## config.mk

```make
export PLATFORM = sky130hd
export DESIGN_NAME = tas_thermal_alarm
export DESIGN_NICKNAME = d
export VERILOG_FILES = /design/src/core/tas_pkg.sv /design/src/core/tas_thermal_alarm.sv
export VERILOG_INCLUDE_DIRS = /design/src /design/src/core
export SDC_FILE = /design/constraint.sdc
export NUM_CORES = 1
export LEC_CHECK = 0
export ABC_AREA = 1
export BUFFER_PORTS_ARGS = -buffer_cell sky130_fd_sc_hd__buf_2
export CELL_PAD_IN_SITES_DETAIL_PLACEMENT = 0
export CELL_PAD_IN_SITES_GLOBAL_PLACEMENT = 1
export CORE_MARGIN = 3
export CORE_UTILIZATION = 43
export CTS_CLUSTER_DIAMETER = 120
export DETAILED_ROUTE_END_ITERATION = 8
export HOLD_SLACK_MARGIN = 0.02
export PLACE_DENSITY = 0.85
export SETUP_SLACK_MARGIN = 0.4
export SYNTH_ARGS = -nofsm -noshare
export SYNTH_HDL_FRONTEND = slang
export SYNTH_SLANG_ARGS = --single-unit
```

## constraint.sdc

```tcl
create_clock -name clk -period 2.1 [get_ports clk]
set_input_delay 0.63 -clock clk [delete_from_list [all_inputs] [get_ports clk]]
set_output_delay 0.63 -clock clk [all_outputs]
set_load 0.05 [all_outputs]
```

## src/core/tas_cfg.svh

```systemverilog
// register offsets, field positions and reset values of the thermal alarm block
`ifndef TAS_CFG_SVH
`define TAS_CFG_SVH
`define TAS_OFS_R1_CFG     8'h5f
`define TAS_OFS_LOC_CFG    8'h60
`define TAS_OFS_R2_CFG     8'h61
`define TAS_OFS_ACOUSTIC   8'h62
`define TAS_OFS_R1_CRIT    8'h6a
`define TAS_OFS_LOC_CRIT   8'h6b
`define TAS_OFS_R2_CRIT    8'h6c
`define TAS_OFS_MASK2      8'h75
`define TAS_OFS_STATUS2    8'h42
`define TAS_OFS_CONFIG3    8'h78
`define TAS_OFS_TIME_LIM   8'h7a
`define TAS_BIT_ALARM_EN   3
`define TAS_BIT_SYNC       4
`define TAS_BIT_TIME_MASK  5
`define TAS_BIT_TIME_FLAG  5
`define TAS_BIT_MON_EN     1
`define TAS_RST_BYTE       8'h00
`define TAS_RST_CRIT       8'h64
`endif

```

## src/core/tas_pkg.sv

```systemverilog
// types shared by the thermal alarm block
package tas_pkg;
   typedef logic [7:0] tas_byte_t;
   typedef enum logic [1:0] {
      TAS_SYNC_1 = 2'h1,
      TAS_SYNC_2 = 2'h2
   } tas_sync_e;
   typedef enum logic [1:0] {
      TAS_PIN_FREE = 2'h1,
      TAS_PIN_LOW  = 2'h2
   } tas_pin_e;
endpackage : tas_pkg

```

## src/core/tas_thermal_alarm.sv

```systemverilog
// thermal alarm pin, alarm-time alert gating and tachometer to drive mapping
//
// What this block does
// - bit 5 of the second mask register set blocks the alert for an exceeded alarm-time limit.
// - an alarm-time limit of zero raises the alert on the first assertion of the alarm input.
// - the alarm pin is driven low when a temperature exceeds its critical limit by a quarter degree.
// - the pin stays low while the temperature is still above the limit at the next monitoring cycle.
// - the pin is released only once the temperature is at or below the limit.
// - once asserted the pin stays low for at least one whole monitoring cycle.
// - remote 1, local and remote 2 have own critical limits at 0x6a, 0x6b and 0x6c.
// - bit 3 of each channel configuration register enables that channel to drive the pin.
// - four tachometer inputs share three drive outputs.
// - by default tach 1 follows drive 1 and tach 3 and 4 follow drive 3.
// - with the grouping bit set tach 2, 3 and 4 all follow drive 2.
// - alarm-input monitoring works only while its enable bit in the third configuration register is set.
// - an accumulated time above the limit sets the status flag and the alert unless masked.
`timescale 1ns/1ps
`default_nettype none
`include "tas_cfg.svh"
module tas_thermal_alarm
   import tas_pkg::*;
(
   input  wire logic        clk,
   input  wire logic        rst_b,
   input  wire logic        reg_wr,
   input  wire logic        reg_rd,
   input  wire logic [7:0]  reg_addr,
   input  wire logic [7:0]  reg_wdata,
   output logic      [7:0]  reg_rdata,
   input  wire logic        monitor_tick,
   input  wire logic [9:0]  temp_remote1,
   input  wire logic [9:0]  temp_local,
   input  wire logic [9:0]  temp_remote2,
   input  wire logic [7:0]  alarm_timer,
   input  wire logic        alarm_pin_i,
   output logic             alarm_pin_o,
   output logic             alarm_pin_oe,
   output logic             alert_b,
   input  wire logic        fan_speed_in_1,
   input  wire logic        fan_speed_in_2,
   input  wire logic        fan_speed_in_3,
   input  wire logic        fan_speed_in_4,
   output logic      [3:0]  tach_sync_sel_2,
   output logic             alarm_asserted,
   output logic      [3:0]  fan_speed_sync
);
   // ****************************************************************
   // state
   // ****************************************************************
   typedef struct packed {
      tas_byte_t [2:0] chan_cfg;
      tas_byte_t       acoustic;
      tas_byte_t [2:0] crit;
      tas_byte_t       mask2;
      tas_byte_t       config3;
      tas_byte_t       time_lim;
      logic            time_flag;
      tas_pin_e        pin;
      logic            held;
      logic      [1:0] chk_ticks;
      logic      [3:0] own_s;
      logic      [1:0] ain_s1;
      logic      [1:0] ain_s2;
      logic      [3:0] tach_s1;
      logic      [3:0] tach_s2;
      tas_byte_t       rdata;
   } tas_state_s;

   tas_state_s st_r;
   tas_state_s st_nxt;

   // temperature in quarter degrees above limit in whole degrees
   function automatic logic over_limit(input logic [9:0] t, input tas_byte_t lim);
      over_limit = t > {lim, 2'b00};
   endfunction : over_limit

   logic [2:0] over;
   logic       any_trip;
   logic       ain_active;

   always_comb
   begin
      over[0] = over_limit(temp_remote1, st_r.crit[0]) && st_r.chan_cfg[0][`TAS_BIT_ALARM_EN];
      over[1] = over_limit(temp_local, st_r.crit[1]) && st_r.chan_cfg[1][`TAS_BIT_ALARM_EN];
      over[2] = over_limit(temp_remote2, st_r.crit[2]) && st_r.chan_cfg[2][`TAS_BIT_ALARM_EN];
      any_trip = |over;
      // own drive is not counted as an external alarm assertion; own_s spans the
      // synchroniser latency so the tail of a self-driven low is not taken as an input
      ain_active = st_r.config3[`TAS_BIT_MON_EN] && !st_r.ain_s2[1]
                   && st_r.pin != TAS_PIN_LOW && !(|st_r.own_s);
   end

   always_comb
   begin
      st_nxt = st_r;
      st_nxt.ain_s1 = {st_r.ain_s1[0], alarm_pin_i};
      st_nxt.ain_s2 = {st_r.ain_s2[0], st_r.ain_s1[1]};
      st_nxt.tach_s1 = {fan_speed_in_4, fan_speed_in_3, fan_speed_in_2, fan_speed_in_1};
      st_nxt.tach_s2 = st_r.tach_s1;
      st_nxt.own_s = {st_r.own_s[2:0], st_r.pin == TAS_PIN_LOW};
      // ****************************************************************
      // alarm pin
      // ****************************************************************
      if (monitor_tick)
      begin
         case (st_r.pin)
            TAS_PIN_FREE:
            begin
               if (any_trip)
               begin
                  st_nxt.pin = TAS_PIN_LOW;
                  st_nxt.held = 1'b0;
               end
            end
            TAS_PIN_LOW:
            begin
               st_nxt.held = 1'b1;
               // release needs a full cycle elapsed and no channel still over
               if (st_r.held && !any_trip)
                  st_nxt.pin = TAS_PIN_FREE;
            end
            default:
               st_nxt.pin = TAS_PIN_FREE;
         endcase
      end
      // ****************************************************************
      // alarm-time flag
      // ****************************************************************
      // monitoring ticks seen while low, read only by the hold check
      if (st_r.pin != TAS_PIN_LOW)
         st_nxt.chk_ticks = 2'h0;
      else if (monitor_tick && st_r.chk_ticks != 2'h3)
         st_nxt.chk_ticks = st_r.chk_ticks + 2'h1;
      if (reg_rd && reg_addr == `TAS_OFS_STATUS2)
         st_nxt.time_flag = 1'b0;
      if (st_r.config3[`TAS_BIT_MON_EN] &&
          ((alarm_timer > st_r.time_lim) || (st_r.time_lim == `TAS_RST_BYTE && ain_active)))
         st_nxt.time_flag = 1'b1;
      // ****************************************************************
      // register access
      // ****************************************************************
      if (reg_wr)
      begin
         case (reg_addr)
            `TAS_OFS_R1_CFG:   st_nxt.chan_cfg[0] = reg_wdata;
            `TAS_OFS_LOC_CFG:  st_nxt.chan_cfg[1] = reg_wdata;
            `TAS_OFS_R2_CFG:   st_nxt.chan_cfg[2] = reg_wdata;
            `TAS_OFS_ACOUSTIC: st_nxt.acoustic = reg_wdata;
            `TAS_OFS_R1_CRIT:  st_nxt.crit[0] = reg_wdata;
            `TAS_OFS_LOC_CRIT: st_nxt.crit[1] = reg_wdata;
            `TAS_OFS_R2_CRIT:  st_nxt.crit[2] = reg_wdata;
            `TAS_OFS_MASK2:    st_nxt.mask2 = reg_wdata;
            `TAS_OFS_CONFIG3:  st_nxt.config3 = reg_wdata;
            `TAS_OFS_TIME_LIM: st_nxt.time_lim = reg_wdata;
            default:           st_nxt.rdata = st_r.rdata;
         endcase
      end
      case (reg_addr)
         `TAS_OFS_R1_CFG:   st_nxt.rdata = st_r.chan_cfg[0];
         `TAS_OFS_LOC_CFG:  st_nxt.rdata = st_r.chan_cfg[1];
         `TAS_OFS_R2_CFG:   st_nxt.rdata = st_r.chan_cfg[2];
         `TAS_OFS_ACOUSTIC: st_nxt.rdata = st_r.acoustic;
         `TAS_OFS_R1_CRIT:  st_nxt.rdata = st_r.crit[0];
         `TAS_OFS_LOC_CRIT: st_nxt.rdata = st_r.crit[1];
         `TAS_OFS_R2_CRIT:  st_nxt.rdata = st_r.crit[2];
         `TAS_OFS_MASK2:    st_nxt.rdata = st_r.mask2;
         `TAS_OFS_CONFIG3:  st_nxt.rdata = st_r.config3;
         `TAS_OFS_TIME_LIM: st_nxt.rdata = st_r.time_lim;
         `TAS_OFS_STATUS2:  st_nxt.rdata = {2'h0, st_r.time_flag, 5'h00};
         default:           st_nxt.rdata = `TAS_RST_BYTE;
      endcase
   end

   always_ff @(posedge clk or negedge rst_b)
   begin
      if (!rst_b)
      begin
         st_r          <= '0;
         st_r.crit     <= {3{`TAS_RST_CRIT}};
         st_r.pin      <= TAS_PIN_FREE;
         st_r.ain_s1   <= 2'h3;
         st_r.ain_s2   <= 2'h3;
      end
      else
         st_r <= st_nxt;
   end

   // ****************************************************************
   // outputs
   // ****************************************************************
   tas_sync_e sync_mode;
   assign sync_mode      = st_r.acoustic[`TAS_BIT_SYNC] ? TAS_SYNC_2 : TAS_SYNC_1;
   // bit n high: tach n+1 is measured in step with drive 2, else per default grouping
   assign tach_sync_sel_2 = (sync_mode == TAS_SYNC_2) ? 4'he : 4'h2;
   assign fan_speed_sync = st_r.tach_s2;
   assign alarm_pin_o    = 1'b0;
   assign alarm_pin_oe   = (st_r.pin == TAS_PIN_LOW);
   assign alarm_asserted = alarm_pin_oe;
   assign alert_b        = !(st_r.time_flag && !st_r.mask2[`TAS_BIT_TIME_MASK]);
   assign reg_rdata      = st_r.rdata;
endmodule : tas_thermal_alarm
`default_nettype wire

```

-- Yosys cells after proc, flatten, opt, wreduce, memory -nomap -nowiden
Index checks and enable logic that the tools add are counted.
- register bits after elaboration: 108
- output and inout port bits: 20
- word-level logic and storage cells: 83
- reduce and logical (&&, ||, !) cells: 34
- order comparisons: 4
- mux-type cells: 9
- equal/unequal tests: 17
- operators by type and width (cell ; count):
    $eq 8x7->1 const B ; 11
    $pmux 8 s11 ; 1
    $gt 10x10->1 ; 3
    $reduce_and 2->1 ; 10
    $logic_and 1x1->1 ; 11
    $gt 8x8->1 ; 1
    $logic_not 8->1 ; 1
    $reduce_and 3->1 ; 2
    $logic_not 1->1 ; 5
    $eq 2x2->1 const B ; 2
    $mux 2 ; 2
    $mux 4 ; 1
    $ne 2x2->1 const B ; 2
    $pmux 2 s2 ; 1
    $reduce_bool 2->1 ; 2
    $reduce_or 4->1 ; 1
    $mux 3 ; 1
    $reduce_or 3->1 ; 1
    $eq 2x1->1 const B ; 1
    $mux 1 ; 2
    $ne 2x1->1 const B ; 1
    $pmux 1 s2 ; 1
    $logic_or 1x1->1 ; 1

-- Logic depth before layout (Yosys ltp)
Gate-level depths: netlist of the first run.
- depth after elaboration: 8
- mapped depth: 16

-- Worst setup path after synthesis of the first run
No wires, ideal clock.
- path type: flip-flop to output port
- start: reg st_r[28] (netlist name)
- end: out alarm_pin_oe
- arrival time: 1.475 ns
- path buffers: 1
- data required time: 1.470 ns
- stages on the path, launching flop included: 4
- slack: -0.005 ns
- path through: dfrtp_1 > inv_1 > nor2_1 > buf_4
- cells in the longest elaborated chain, start to end: 1
- ends and longest elaborated chain (item ; line ; text):
    from (decl) ; tas_thermal_alarm.sv:69 ; tas_state_s st_r;
    from (signal assigned) ; tas_thermal_alarm.sv:185 ; st_r <= st_nxt;
    $eq 2x2->1 ; tas_thermal_alarm.sv:197 ; assign alarm_pin_oe = (st_r.pin == TAS_PIN_LOW);
    to (decl) ; tas_thermal_alarm.sv:37 ; output logic alarm_pin_oe,
Every way passes these cells.

-- Worst setup path in the final report of the first run
- start: reg st_r[59] (netlist name)
- end: reg st_r[28] (netlist name)
- cells in the longest elaborated chain, start to end: 7
- ends and longest elaborated chain (item ; line ; text):
    $gt 10x10->1 * ; tas_thermal_alarm.sv:74 ; over_limit = t > {lim, 2'b00};
    $logic_and 1x1->1 * ; tas_thermal_alarm.sv:83 ; over[0] = over_limit(temp_remote1, st_r.crit[0]) && st_r.chan_cfg[0][`TAS_BIT_ALARM_EN];
    $reduce_or 3->1 * ; tas_thermal_alarm.sv:86 ; any_trip = |over;
    $logic_not 1->1 ; tas_thermal_alarm.sv:119 ; if (st_r.held && !any_trip)
    $logic_and 1x1->1 ; tas_thermal_alarm.sv:119 ;
    $ne 2x1->1 (no line) ; - ;
    $reduce_and 3->1 (no line) * ; - ;
Mark *: on every way between the ends. The rest lies on a longest branch, timed or not.
A chain may end at the register's enable or synchronous reset.

==> impl_metrics.yaml, run 1 <==
status:
  status: "finished, final reports clean"
layout:
  area_delta_synth_final_pct: 20.4
  nFillCells: 1145
  postLayoutCellArea_sq_um: 6680
  finish.utilization_pct: 54.2
  seqCellArea_sq_um: 2720
  diodes: 0
  drive_gt1_share_pct: 30.2
  multi_input_area_sq_um: 2480
  nNetsFinal: 803
timing:
  rsz0062_at_grt: "true"
  post-route-period-util_pct: 91.4
  setup_viol: 0
  hold_slack_ps: 233
  fmax_mhz: 521
  finalHoldViolCount: 0
  maxSlewViolCount: 0
  fin_crit_ps: 1920
  fin_skew_ps: 8.69
floorplanning:
  die_h_microns: 120
  dieArea_sq_um: 14300
  dieWidth_microns: 120
  io_pins: 84
  initial_utilization_pct: 45.0
  rows: 40
  core_area_sq_um: 12300
power:
  power.density_nw_per_um2: 706
  vdd_ir_drop_max_mv: 0.406
  leakage_nw: 3.32
worst_setup_path:
  end_kind: "register"
  cp-start-kind: "register"
  cp.required_ps: 2340
  cp_slowest_cell: "dfstp_2"
  cp.arrival_ps: 2160
  cp_slowest_stage_delay_ps: 550
  cp_common_cell: "nand2_1"
  crit_fanout: 3
  path_cells: "inv_4 > ha_4 > nand2_4 > nor2_4 > nand2_1 > nor2_1 > nor2_1 > nand2_2 > nand3_4 > o21ai_2 > nand2_1 > nand2_1 > nand2_1"
  worstSetupPathType: "reg2reg"
detailed_routing:
  vias: 4527
  wl_per_cell_microns: 16.2
  dr.pass1.iters: 5
  routed_wl_microns: 14300
  ant_nets: 0
  via_per_inst: 5.14
  drc: 0
  drtIter0Drc: 428
grt:
  grt_pass1_wl_microns: 23000
  grt_pass1_vias: 4435
  grt_overflow: 0
  antenna_found_initial: 0
  grt_max_degree: 35
  grtUsageTotal_pct: 20.7
placement:
  routabilityCongestion: 0.872
  dpl.hpwl_microns: 10800
  place_area_sq_um: 6140
  port_buffers: 80
synth:
  synth_cells: 620
  syn_area_per_cell_sq_um: 8.94
  ys_types: 39
  synth_area_sq_um: 5550
  yosysSeqAreaShare_pct: 49.1
  yosysWarnings: 0
  ys_seq_elements: 108
flow_run:
  cap_violations: 0
clock_network:
  cts.htree.levels: 3
  clock_latency_ps: 350
  clk_path_buf_depth: 2
  cts_buffers: 9
  cts_root_buf: "clkbuf_16"
  clock-sinks: 108
  cts_tree: "yes"
  clk_pin_slew_ps: 80
min_path:
  holdCritPathClass: "in2async"
==> per-stage QoR <==
step                setup slack (ps)  cells  setup TNS (ps)  power, mW
finish                           181    880               0       4.71
global route                    64.3    880               0       4.96
CTS                              221    877               0       4.74
detailed placement              -124    853            -181       2.98
global placement               -51.7    853           -51.7       2.95
floorplan                        274    621               0       2.72
==> state kept, by name, indices dropped and copies added, names as in the netlist <==
name,flops
st_nxt,10
fan_speed_sync,4
st_r,86
reg_rdata,8
==> cells in the mapped netlist, drive strengths merged <==
cell,count,area share (%)
o21ai,86,8.4
a21o,2,0.27
a32o,1,0.18
nand3,16,1.8
a211oi,8,1.1
a221oi,8,1.3
clkbuf,1,0.068
nand2,151,11
buf,28,4.1
ha,32,7.2
inv,83,5.7
conb,2,0.14
a21oi,18,1.6
dfstp,14,6.6
nor3,4,0.65
nor4,2,0.23
o211ai,1,0.14
dfrtp,94,42
nor2,47,4.2
o22ai,8,0.90
nand4,4,0.45
a22o,7,1.1
o21a,3,0.41
==> power breakdown <==
part | total, mW | internal (mW) | switching, mW | leakage [nW]
sequential | 2.31 | 2.23 | 0.0818 | 1.34
combinational | 0.720 | 0.274 | 0.445 | 1.84
clock | 1.68 | 0.851 | 0.827 | 0.149
total | 4.71 | 3.36 | 1.35 | 3.32
==> layer usage <==
metal | vias up | wire (microns) | GRT usage [%]
li1 | 2200 | - | -
met1 | 2157 | 6410 | 29.2
met2 | 157 | 6820 | 33.2
met3 | 13 | 876 | 3.68
met4 | 0 | 182 | 5.30
met5 | - | 0 | 0
==> logic make-up (layout without fill, tap and decap cells) <==
kind of cell / count (synthesis) / after routing / share of synthesized area, %
adder cells (fa/ha/maj): 32 / 32 / 7.22
AO/OA/AOI/OAI: 142 / 142 / 15.4
buffers and inverters: 112 / 203 / 9.88
AND/OR/NAND/NOR: 224 / 224 / 18.3
flip-flops: 108 / 108 / 49.1
other: 2 / 3 / 0.135
==> placed cells by master, fill, tap and decap left out, types with 18 or more instances in the layout <==
master and instances:
buf_2 76, buf_4 22, o21ai_0 46, a21oi_1 18
inv_2 19, o21ai_1 29, nand2_1 128, inv_1 62
ha_1 23, dfrtp_1 94, nand2_2 18, nor2_1 36
==> cell type report <==
class | count | area share, %
sequential | 108 | 40.7
tap | 168 | 3.15
timing repair buffer | 104 | 9.69
inverter | 83 | 4.78
clock inverter | 7 | 1.14
clock buffer | 9 | 3.37
multi-input combinational | 401 | 37.1
==> critical path: cells and delay by family (launching register included) <==
family / cells / cell delay, ps
flops: 1 / 550
buf+inv: 1 / 50
compound gates: 1 / 170
fa+ha+maj: 1 / 260
simple gates: 10 / 770
==> timing repair <==
action | in CTS | in global routing
buffers inserted | 8 | 3
pin swaps | 27 | 14
gates resized for setup | 29 | 15
hold buffers | 0 | 0
setup endpoints to repair | 6 | 24
==> worst paths after layout <==
check / startpoint / to / slack, ps / cells past startpoint
setup / recovery: st_r[59] / st_r[28] / 180 / 13
hold / removal: rst_b / st_nxt[21] / 230 / 1
setup reg to reg: st_r[59] / st_r[28] / 180 / 13
hold reg to reg: st_nxt[9] / fan_speed_sync[1] / 350 / 0
max in group asynchronous: rst_b / st_r[60] / 1200 / 2
min in group clk: st_nxt[9] / fan_speed_sync[1] / 350 / 0
(Power assumes the default switching activity.)
==> inputs of run 2 (changes only) <==
--- a/config.mk
+++ b/config.mk
@@ -8,11 +8,12 @@
 export LEC_CHECK = 0
 export ABC_AREA = 1
 export BUFFER_PORTS_ARGS = -buffer_cell sky130_fd_sc_hd__buf_2
+export CAP_MARGIN = 20
 export CELL_PAD_IN_SITES_DETAIL_PLACEMENT = 0
 export CELL_PAD_IN_SITES_GLOBAL_PLACEMENT = 1
 export CORE_MARGIN = 3
 export CORE_UTILIZATION = 43
-export CTS_CLUSTER_DIAMETER = 120
+export CTS_CLUSTER_DIAMETER = 150
 export DETAILED_ROUTE_END_ITERATION = 8
 export HOLD_SLACK_MARGIN = 0.02
 export PLACE_DENSITY = 0.85
==> constraint.sdc (replaced) <==
create_clock -name clk -period 2.2 [get_ports clk]
set_input_delay 0.66 -clock clk [delete_from_list [all_inputs] [get_ports clk]]
set_output_delay 0.66 -clock clk [all_outputs]
set_load 0.05 [all_outputs]
==> impl_metrics.yaml, run 2 (synthesis gave the netlist of run 1 again) <==
status:
  status: "finished, final reports clean"
grt:
  grt_pass1_vias: 4392
  grt_pass1_wl_microns: 22800
  grtUsageTotal_pct: 20.6
  antenna_found_initial: 0
  grt_max_degree: 109
  grt_overflow: 0
layout:
  nNetsFinal: 793
  area_delta_synth_final_pct: 18.6
  largest_register_ffs: 86
  drive_gt1_share_pct: 28.9
  largest_register: "st_r"
  diodes: 0
  postLayoutCellArea_sq_um: 6580
  fin_cells: 870
  layout_commonest_cell: "nand2_1"
  most-common-layout-cells: "nand2_1, dfrtp_1, buf_2"
worst_setup_path:
  path_cells: "inv_2 > ha_4 > nand2_2 > nor2_2 > nand2_1 > nor2_1 > nor2_1 > nand2_2 > nand3_4 > o21ai_2 > nand2_1 > nand2_1 > nand2_1"
  end_kind: "register"
  crit_fanout: 3
  cp.arrival_ps: 2240
  critPathTopFamily: "simple AND/OR/NAND/NOR gates"
  cp_slowest_cell: "dfstp_2"
  cp_num_cells: 13
  cp-start-kind: "register"
  r2r_cells: 13
  cp.buffers_inverters: 1
  cp_slowest_stage_delay_ps: 540
  cp.required_ps: 2440
  cp_common_cell: "nand2_1"
  worstSetupPathType: "reg2reg"
timing:
  maxSlewViolCount: 0
  slew_headroom_pct: 62.5
  finalHoldViolCount: 0
  setup_viol: 0
  rsz0062_at_grt: "true"
  fin_skew_ps: 11.2
  post-route-period-util_pct: 91.0
  setup_tns_ps: 0
  fmax_mhz: 499
  worst_pin_slew_ps: 563
  worst_slack_ps: 197
  fin_crit_ps: 2000
placement:
  port_buffers: 80
  place_area_sq_um: 6080
  dp_cells: 846
  routabilityCongestion: 0.829
  dpl.hpwl_microns: 10400
  pre_cts_ws_ps: 5.02
power:
  switching_power_mw: 1.23
  power_mw: 4.57
  seq_power_share_pct: 48.3
  p_clk_share_pct: 36.9
  leakage_nw: 3.26
  swShare_pct: 26.9
  power.density_nw_per_um2: 694
  intPower_mw: 3.34
  vdd_ir_drop_max_mv: 0.345
  p_comb_share_pct: 14.8
floorplanning:
  rows: 40
  core_area_sq_um: 12300
  die_h_microns: 120
  initial_utilization_pct: 45.0
  dieWidth_microns: 120
  io_pins: 84
  dieArea_sq_um: 14300
clock_network:
  cts_buffers: 9
  clock-sinks: 108
  clk_path_buf_depth: 2
  clock_latency_ps: 350
  cts_root_buf: "clkbuf_16"
  cts_tree: "yes"
  clk_pin_slew_ps: 70
  cts.htree.levels: 3
detailed_routing:
  dr.pass1.iters: 5
  drc: 0
  via_per_inst: 5.07
  ant_nets: 0
  routed_wl_microns: 14300
  drtIter0Drc: 352
  wl_per_cell_microns: 16.4
  vias: 4409
min_path:
  hold_depth: 0
  holdCritPathClass: "reg2reg"
flow_run:
  cap_violations: 0
run 2: changes by cell type in the layout (fill, tap and decap cells not counted), moves of 2 or more:
cell      change
nor2_2        +3
inv_8         -2
nand2_2       -3
buf_4         -7
clkbuf_8      +2
nand2_1       +3
nor2_1        -2
buf_12        -2
run 2: layout make-up:
class / count / area, sq um
clock buffer: 12 / 256
clock inverter: 4 / 55.1
timing repair buffer: 94 / 543
fill: 1139 / 5740
tap: 168 / 210
sequential: 108 / 2720
multi-input combinational: 401 / 2470
inverter: 83 / 317
run 2: path summary, 6_finish.rpt:
kind,start,end,slack [ps]
min in group asynchronous,rst_b,st_nxt[10],380
min,st_nxt[11],fan_speed_sync[3],350
max in group asynchronous,rst_b,st_r[75],1400
max,st_r[59],st_r[28],200
min reg2reg,st_nxt[11],fan_speed_sync[3],350
max reg2reg,st_r[59],st_r[28],200
run 2: stage by stage:
stage / hold slack (ps) / util, %
after floorplan: 331 / -
after global placement: 333 / 49.4
after detailed placement: 336 / 49.4
after CTS: 353 / 52.8
after global routing: 358 / 53.4
final: 350 / 53.4
run 2: layer usage:
layer / GRT usage (%) / part of all wire [%] / up-vias
met5: 0 / 0 / -
met4: 6.94 / 1.7 / 0
met3: 3.63 / 6.4 / 18
met2: 35.1 / 50 / 149
met1: 26.8 / 42 / 2070
li1: - / - / 2172
run 2: power groups by stage:
stage | combinational, mW | sequential, mW | clock [mW]
floorplan | 0.377 | 2.22 | 0
global placement | 0.568 | 2.23 | 0
detailed placement | 0.588 | 2.24 | 0
CTS | 0.641 | 2.20 | 1.71
global route | 0.766 | 2.22 | 1.79
finish | 0.677 | 2.20 | 1.69
run 2: repair_timing:
| item | in CTS | in global routing |
|---|---|---|
| buffers inserted | 4 | 4 |
| pin swaps | 19 | 20 |
| setup endpoints to repair | 6 | 15 |
| resized for setup | 21 | 18 |
| hold buffers | 0 | 0 |
==> inputs of run 3 (changes only) <==
--- a/config.mk
+++ b/config.mk
@@ -9,14 +9,12 @@
 export ABC_AREA = 1
 export BUFFER_PORTS_ARGS = -buffer_cell sky130_fd_sc_hd__buf_2
 export CAP_MARGIN = 20
-export CELL_PAD_IN_SITES_DETAIL_PLACEMENT = 0
-export CELL_PAD_IN_SITES_GLOBAL_PLACEMENT = 1
 export CORE_MARGIN = 3
-export CORE_UTILIZATION = 43
+export CORE_UTILIZATION = 45
 export CTS_CLUSTER_DIAMETER = 150
 export DETAILED_ROUTE_END_ITERATION = 8
 export HOLD_SLACK_MARGIN = 0.02
-export PLACE_DENSITY = 0.85
+export PLACE_DENSITY = 0.71
 export SETUP_SLACK_MARGIN = 0.4
 export SYNTH_ARGS = -nofsm -noshare
 export SYNTH_HDL_FRONTEND = slang
==> impl_metrics.yaml, run 3 (synthesis gave the netlist of run 1 again) <==
power:
  power.density_nw_per_um2: 683
  switching_power_mw: 1.31
  p_clk_share_pct: 35.8
  swShare_pct: 29.2
  seq_power_share_pct: 49.3
  vdd_ir_drop_max_mv: 0.422
  p_comb_share_pct: 15.0
  leakage_nw: 3.27
  power_mw: 4.49
  intPower_mw: 3.18
grt:
  grt_pass1_wl_microns: 22600
  grt_max_degree: 39
  grtUsageTotal_pct: 21.7
  grt_pass1_vias: 4511
  antenna_found_initial: 0
  grt_overflow: 0
min_path:
  holdCritPathClass: "in2async"
worst_setup_path:
  cp.arrival_ps: 2180
  cp.required_ps: 2450
  crit_fanout: 3
  endpoint: "st_r[28]"
  r2r_setup_slack_ps: 270
  rr_startpoint: "st_r[67]"
  r2r_cells: 12
  r2r-end: "st_r[28]"
  startpoint: "st_r[67]"
  end_kind: "register"
  worstSetupPathType: "reg2reg"
  cp-start-kind: "register"
layout:
  largest_register: "st_r"
  layout_commonest_cell: "nand2_1"
  area_delta_synth_final_pct: 18.6
  largest_register_ffs: 86
  finish.utilization_pct: 56.2
  most-common-layout-cells: "nand2_1, dfrtp_1, buf_2"
  nNetsFinal: 795
  diodes: 0
  drive_gt1_share_pct: 29.5
timing:
  fin_crit_ps: 1930
  worst_pin_slew_ps: 531
  finalHoldViolCount: 0
  rsz0062_at_grt: "true"
  hold_slack_ps: 277
  setup_tns_ps: 0
  fin_skew_ps: 5.76
  slew_headroom_pct: 64.6
  maxSlewViolCount: 0
  post-route-period-util_pct: 87.8
  worst_slack_ps: 269
  setup_viol: 0
  fmax_mhz: 518
clock_network:
  clock_latency_ps: 350
  clock-sinks: 108
  cts_buffers: 9
  clk_path_buf_depth: 2
  hold_buffers: 0
  cts_root_buf: "clkbuf_16"
  cts_tree: "yes"
  clk_pin_slew_ps: 80
  cts.htree.levels: 3
floorplanning:
  initial_utilization_pct: 47.4
  rows: 39
  dieArea_sq_um: 13700
  die_h_microns: 117
  io_pins: 84
  core_area_sq_um: 11700
  dieWidth_microns: 117
flow_run:
  cap_violations: 0
detailed_routing:
  routed_wl_microns: 14200
  drc: 0
  dr.pass1.iters: 5
  drtIter0Drc: 338
  wl_per_cell_microns: 16.8
  ant_nets: 0
  vias: 4580
  via_per_inst: 5.41
placement:
  dpl.hpwl_microns: 10600
  routabilityCongestion: 0.870
  pre_cts_ws_ps: 22.6
  port_buffers: 80
status:
  status: "finished, final reports clean"
[run 3: cell count changes in the layout (fill, tap and decap cells not counted), sizes merged]
cell and delta:
clkbuf -3, buf +2, inv +2, bufinv -1, clkinv +1, clkinvlp +1
[run 3: how the worst min path moves through the flow]
| stage | startpoint | to | slack [ps] | cells past startpoint |
|---|---|---|---|---|
| after detailed placement | st_nxt[10] | fan_speed_sync[2] | 340 | 0 |
| final | rst_b | st_r[55] | 280 | 1 |
| after floorplan | st_nxt[8] | fan_speed_sync[0] | 330 | 0 |
| after CTS | rst_b | st_r[55] | 300 | 1 |
| after global routing | rst_b | st_r[55] | 310 | 1 |
| after global placement | st_nxt[8] | fan_speed_sync[0] | 330 | 0 |
[run 3: power groups by stage]
stage	combinational [mW]	clock, mW	sequential [mW]
after floorplan	0.377	0	2.22
after global placement	0.562	0	2.23
after detailed placement	0.598	0	2.24
after CTS	0.648	1.62	2.21
after global routing	0.750	1.73	2.23
final	0.672	1.61	2.21
[run 3: critical path, stage by stage (launching register included)]
cell	delay, ps
dfstp_2	540
inv_2	50
ha_4	270
nand2_4	50
nor2_4	110
nand2_1	70
o21a_1	170
nand2_2	70
nand3_4	90
o21ai_2	210
nand2_2	80
nand2_1	60
nand2_1	40
[run 3: cell type report]
class,count,area [sq um]
flip-flops and latches,108,2720
clock inverters,7,70.1
clock buffers,9,225
repair buffers,96,567
fillers,1032,5130
inverters,83,319
multi-input cells,401,2500
well taps,143,179
[run 3: per-stage QoR]
stage,cells,instance area [sq um]
final,847,6580
after global routing,847,6580
after detailed placement,825,6090
after global placement,825,6090
after floorplan,621,5640
after CTS,846,6520
[run 3: repair_timing]
item / in CTS / in global routing
gates resized for setup: 26 / 20
cloned: 0 / 0
hold endpoints to repair: 0 / 0
endpoints found under the setup margin: 5 / 6
pin swaps: 16 / 17
setup buffers: 5 / 1
[run 3: metal layers]
layer  track usage (%)  vias up  part of all wire, %
li1                  -     2182                    -
met1              29.9     2210                   43
met2              34.8      165                   48
met3              4.06       23                  6.3
met4              7.34        0                  2.2
met5                 0        -                    0
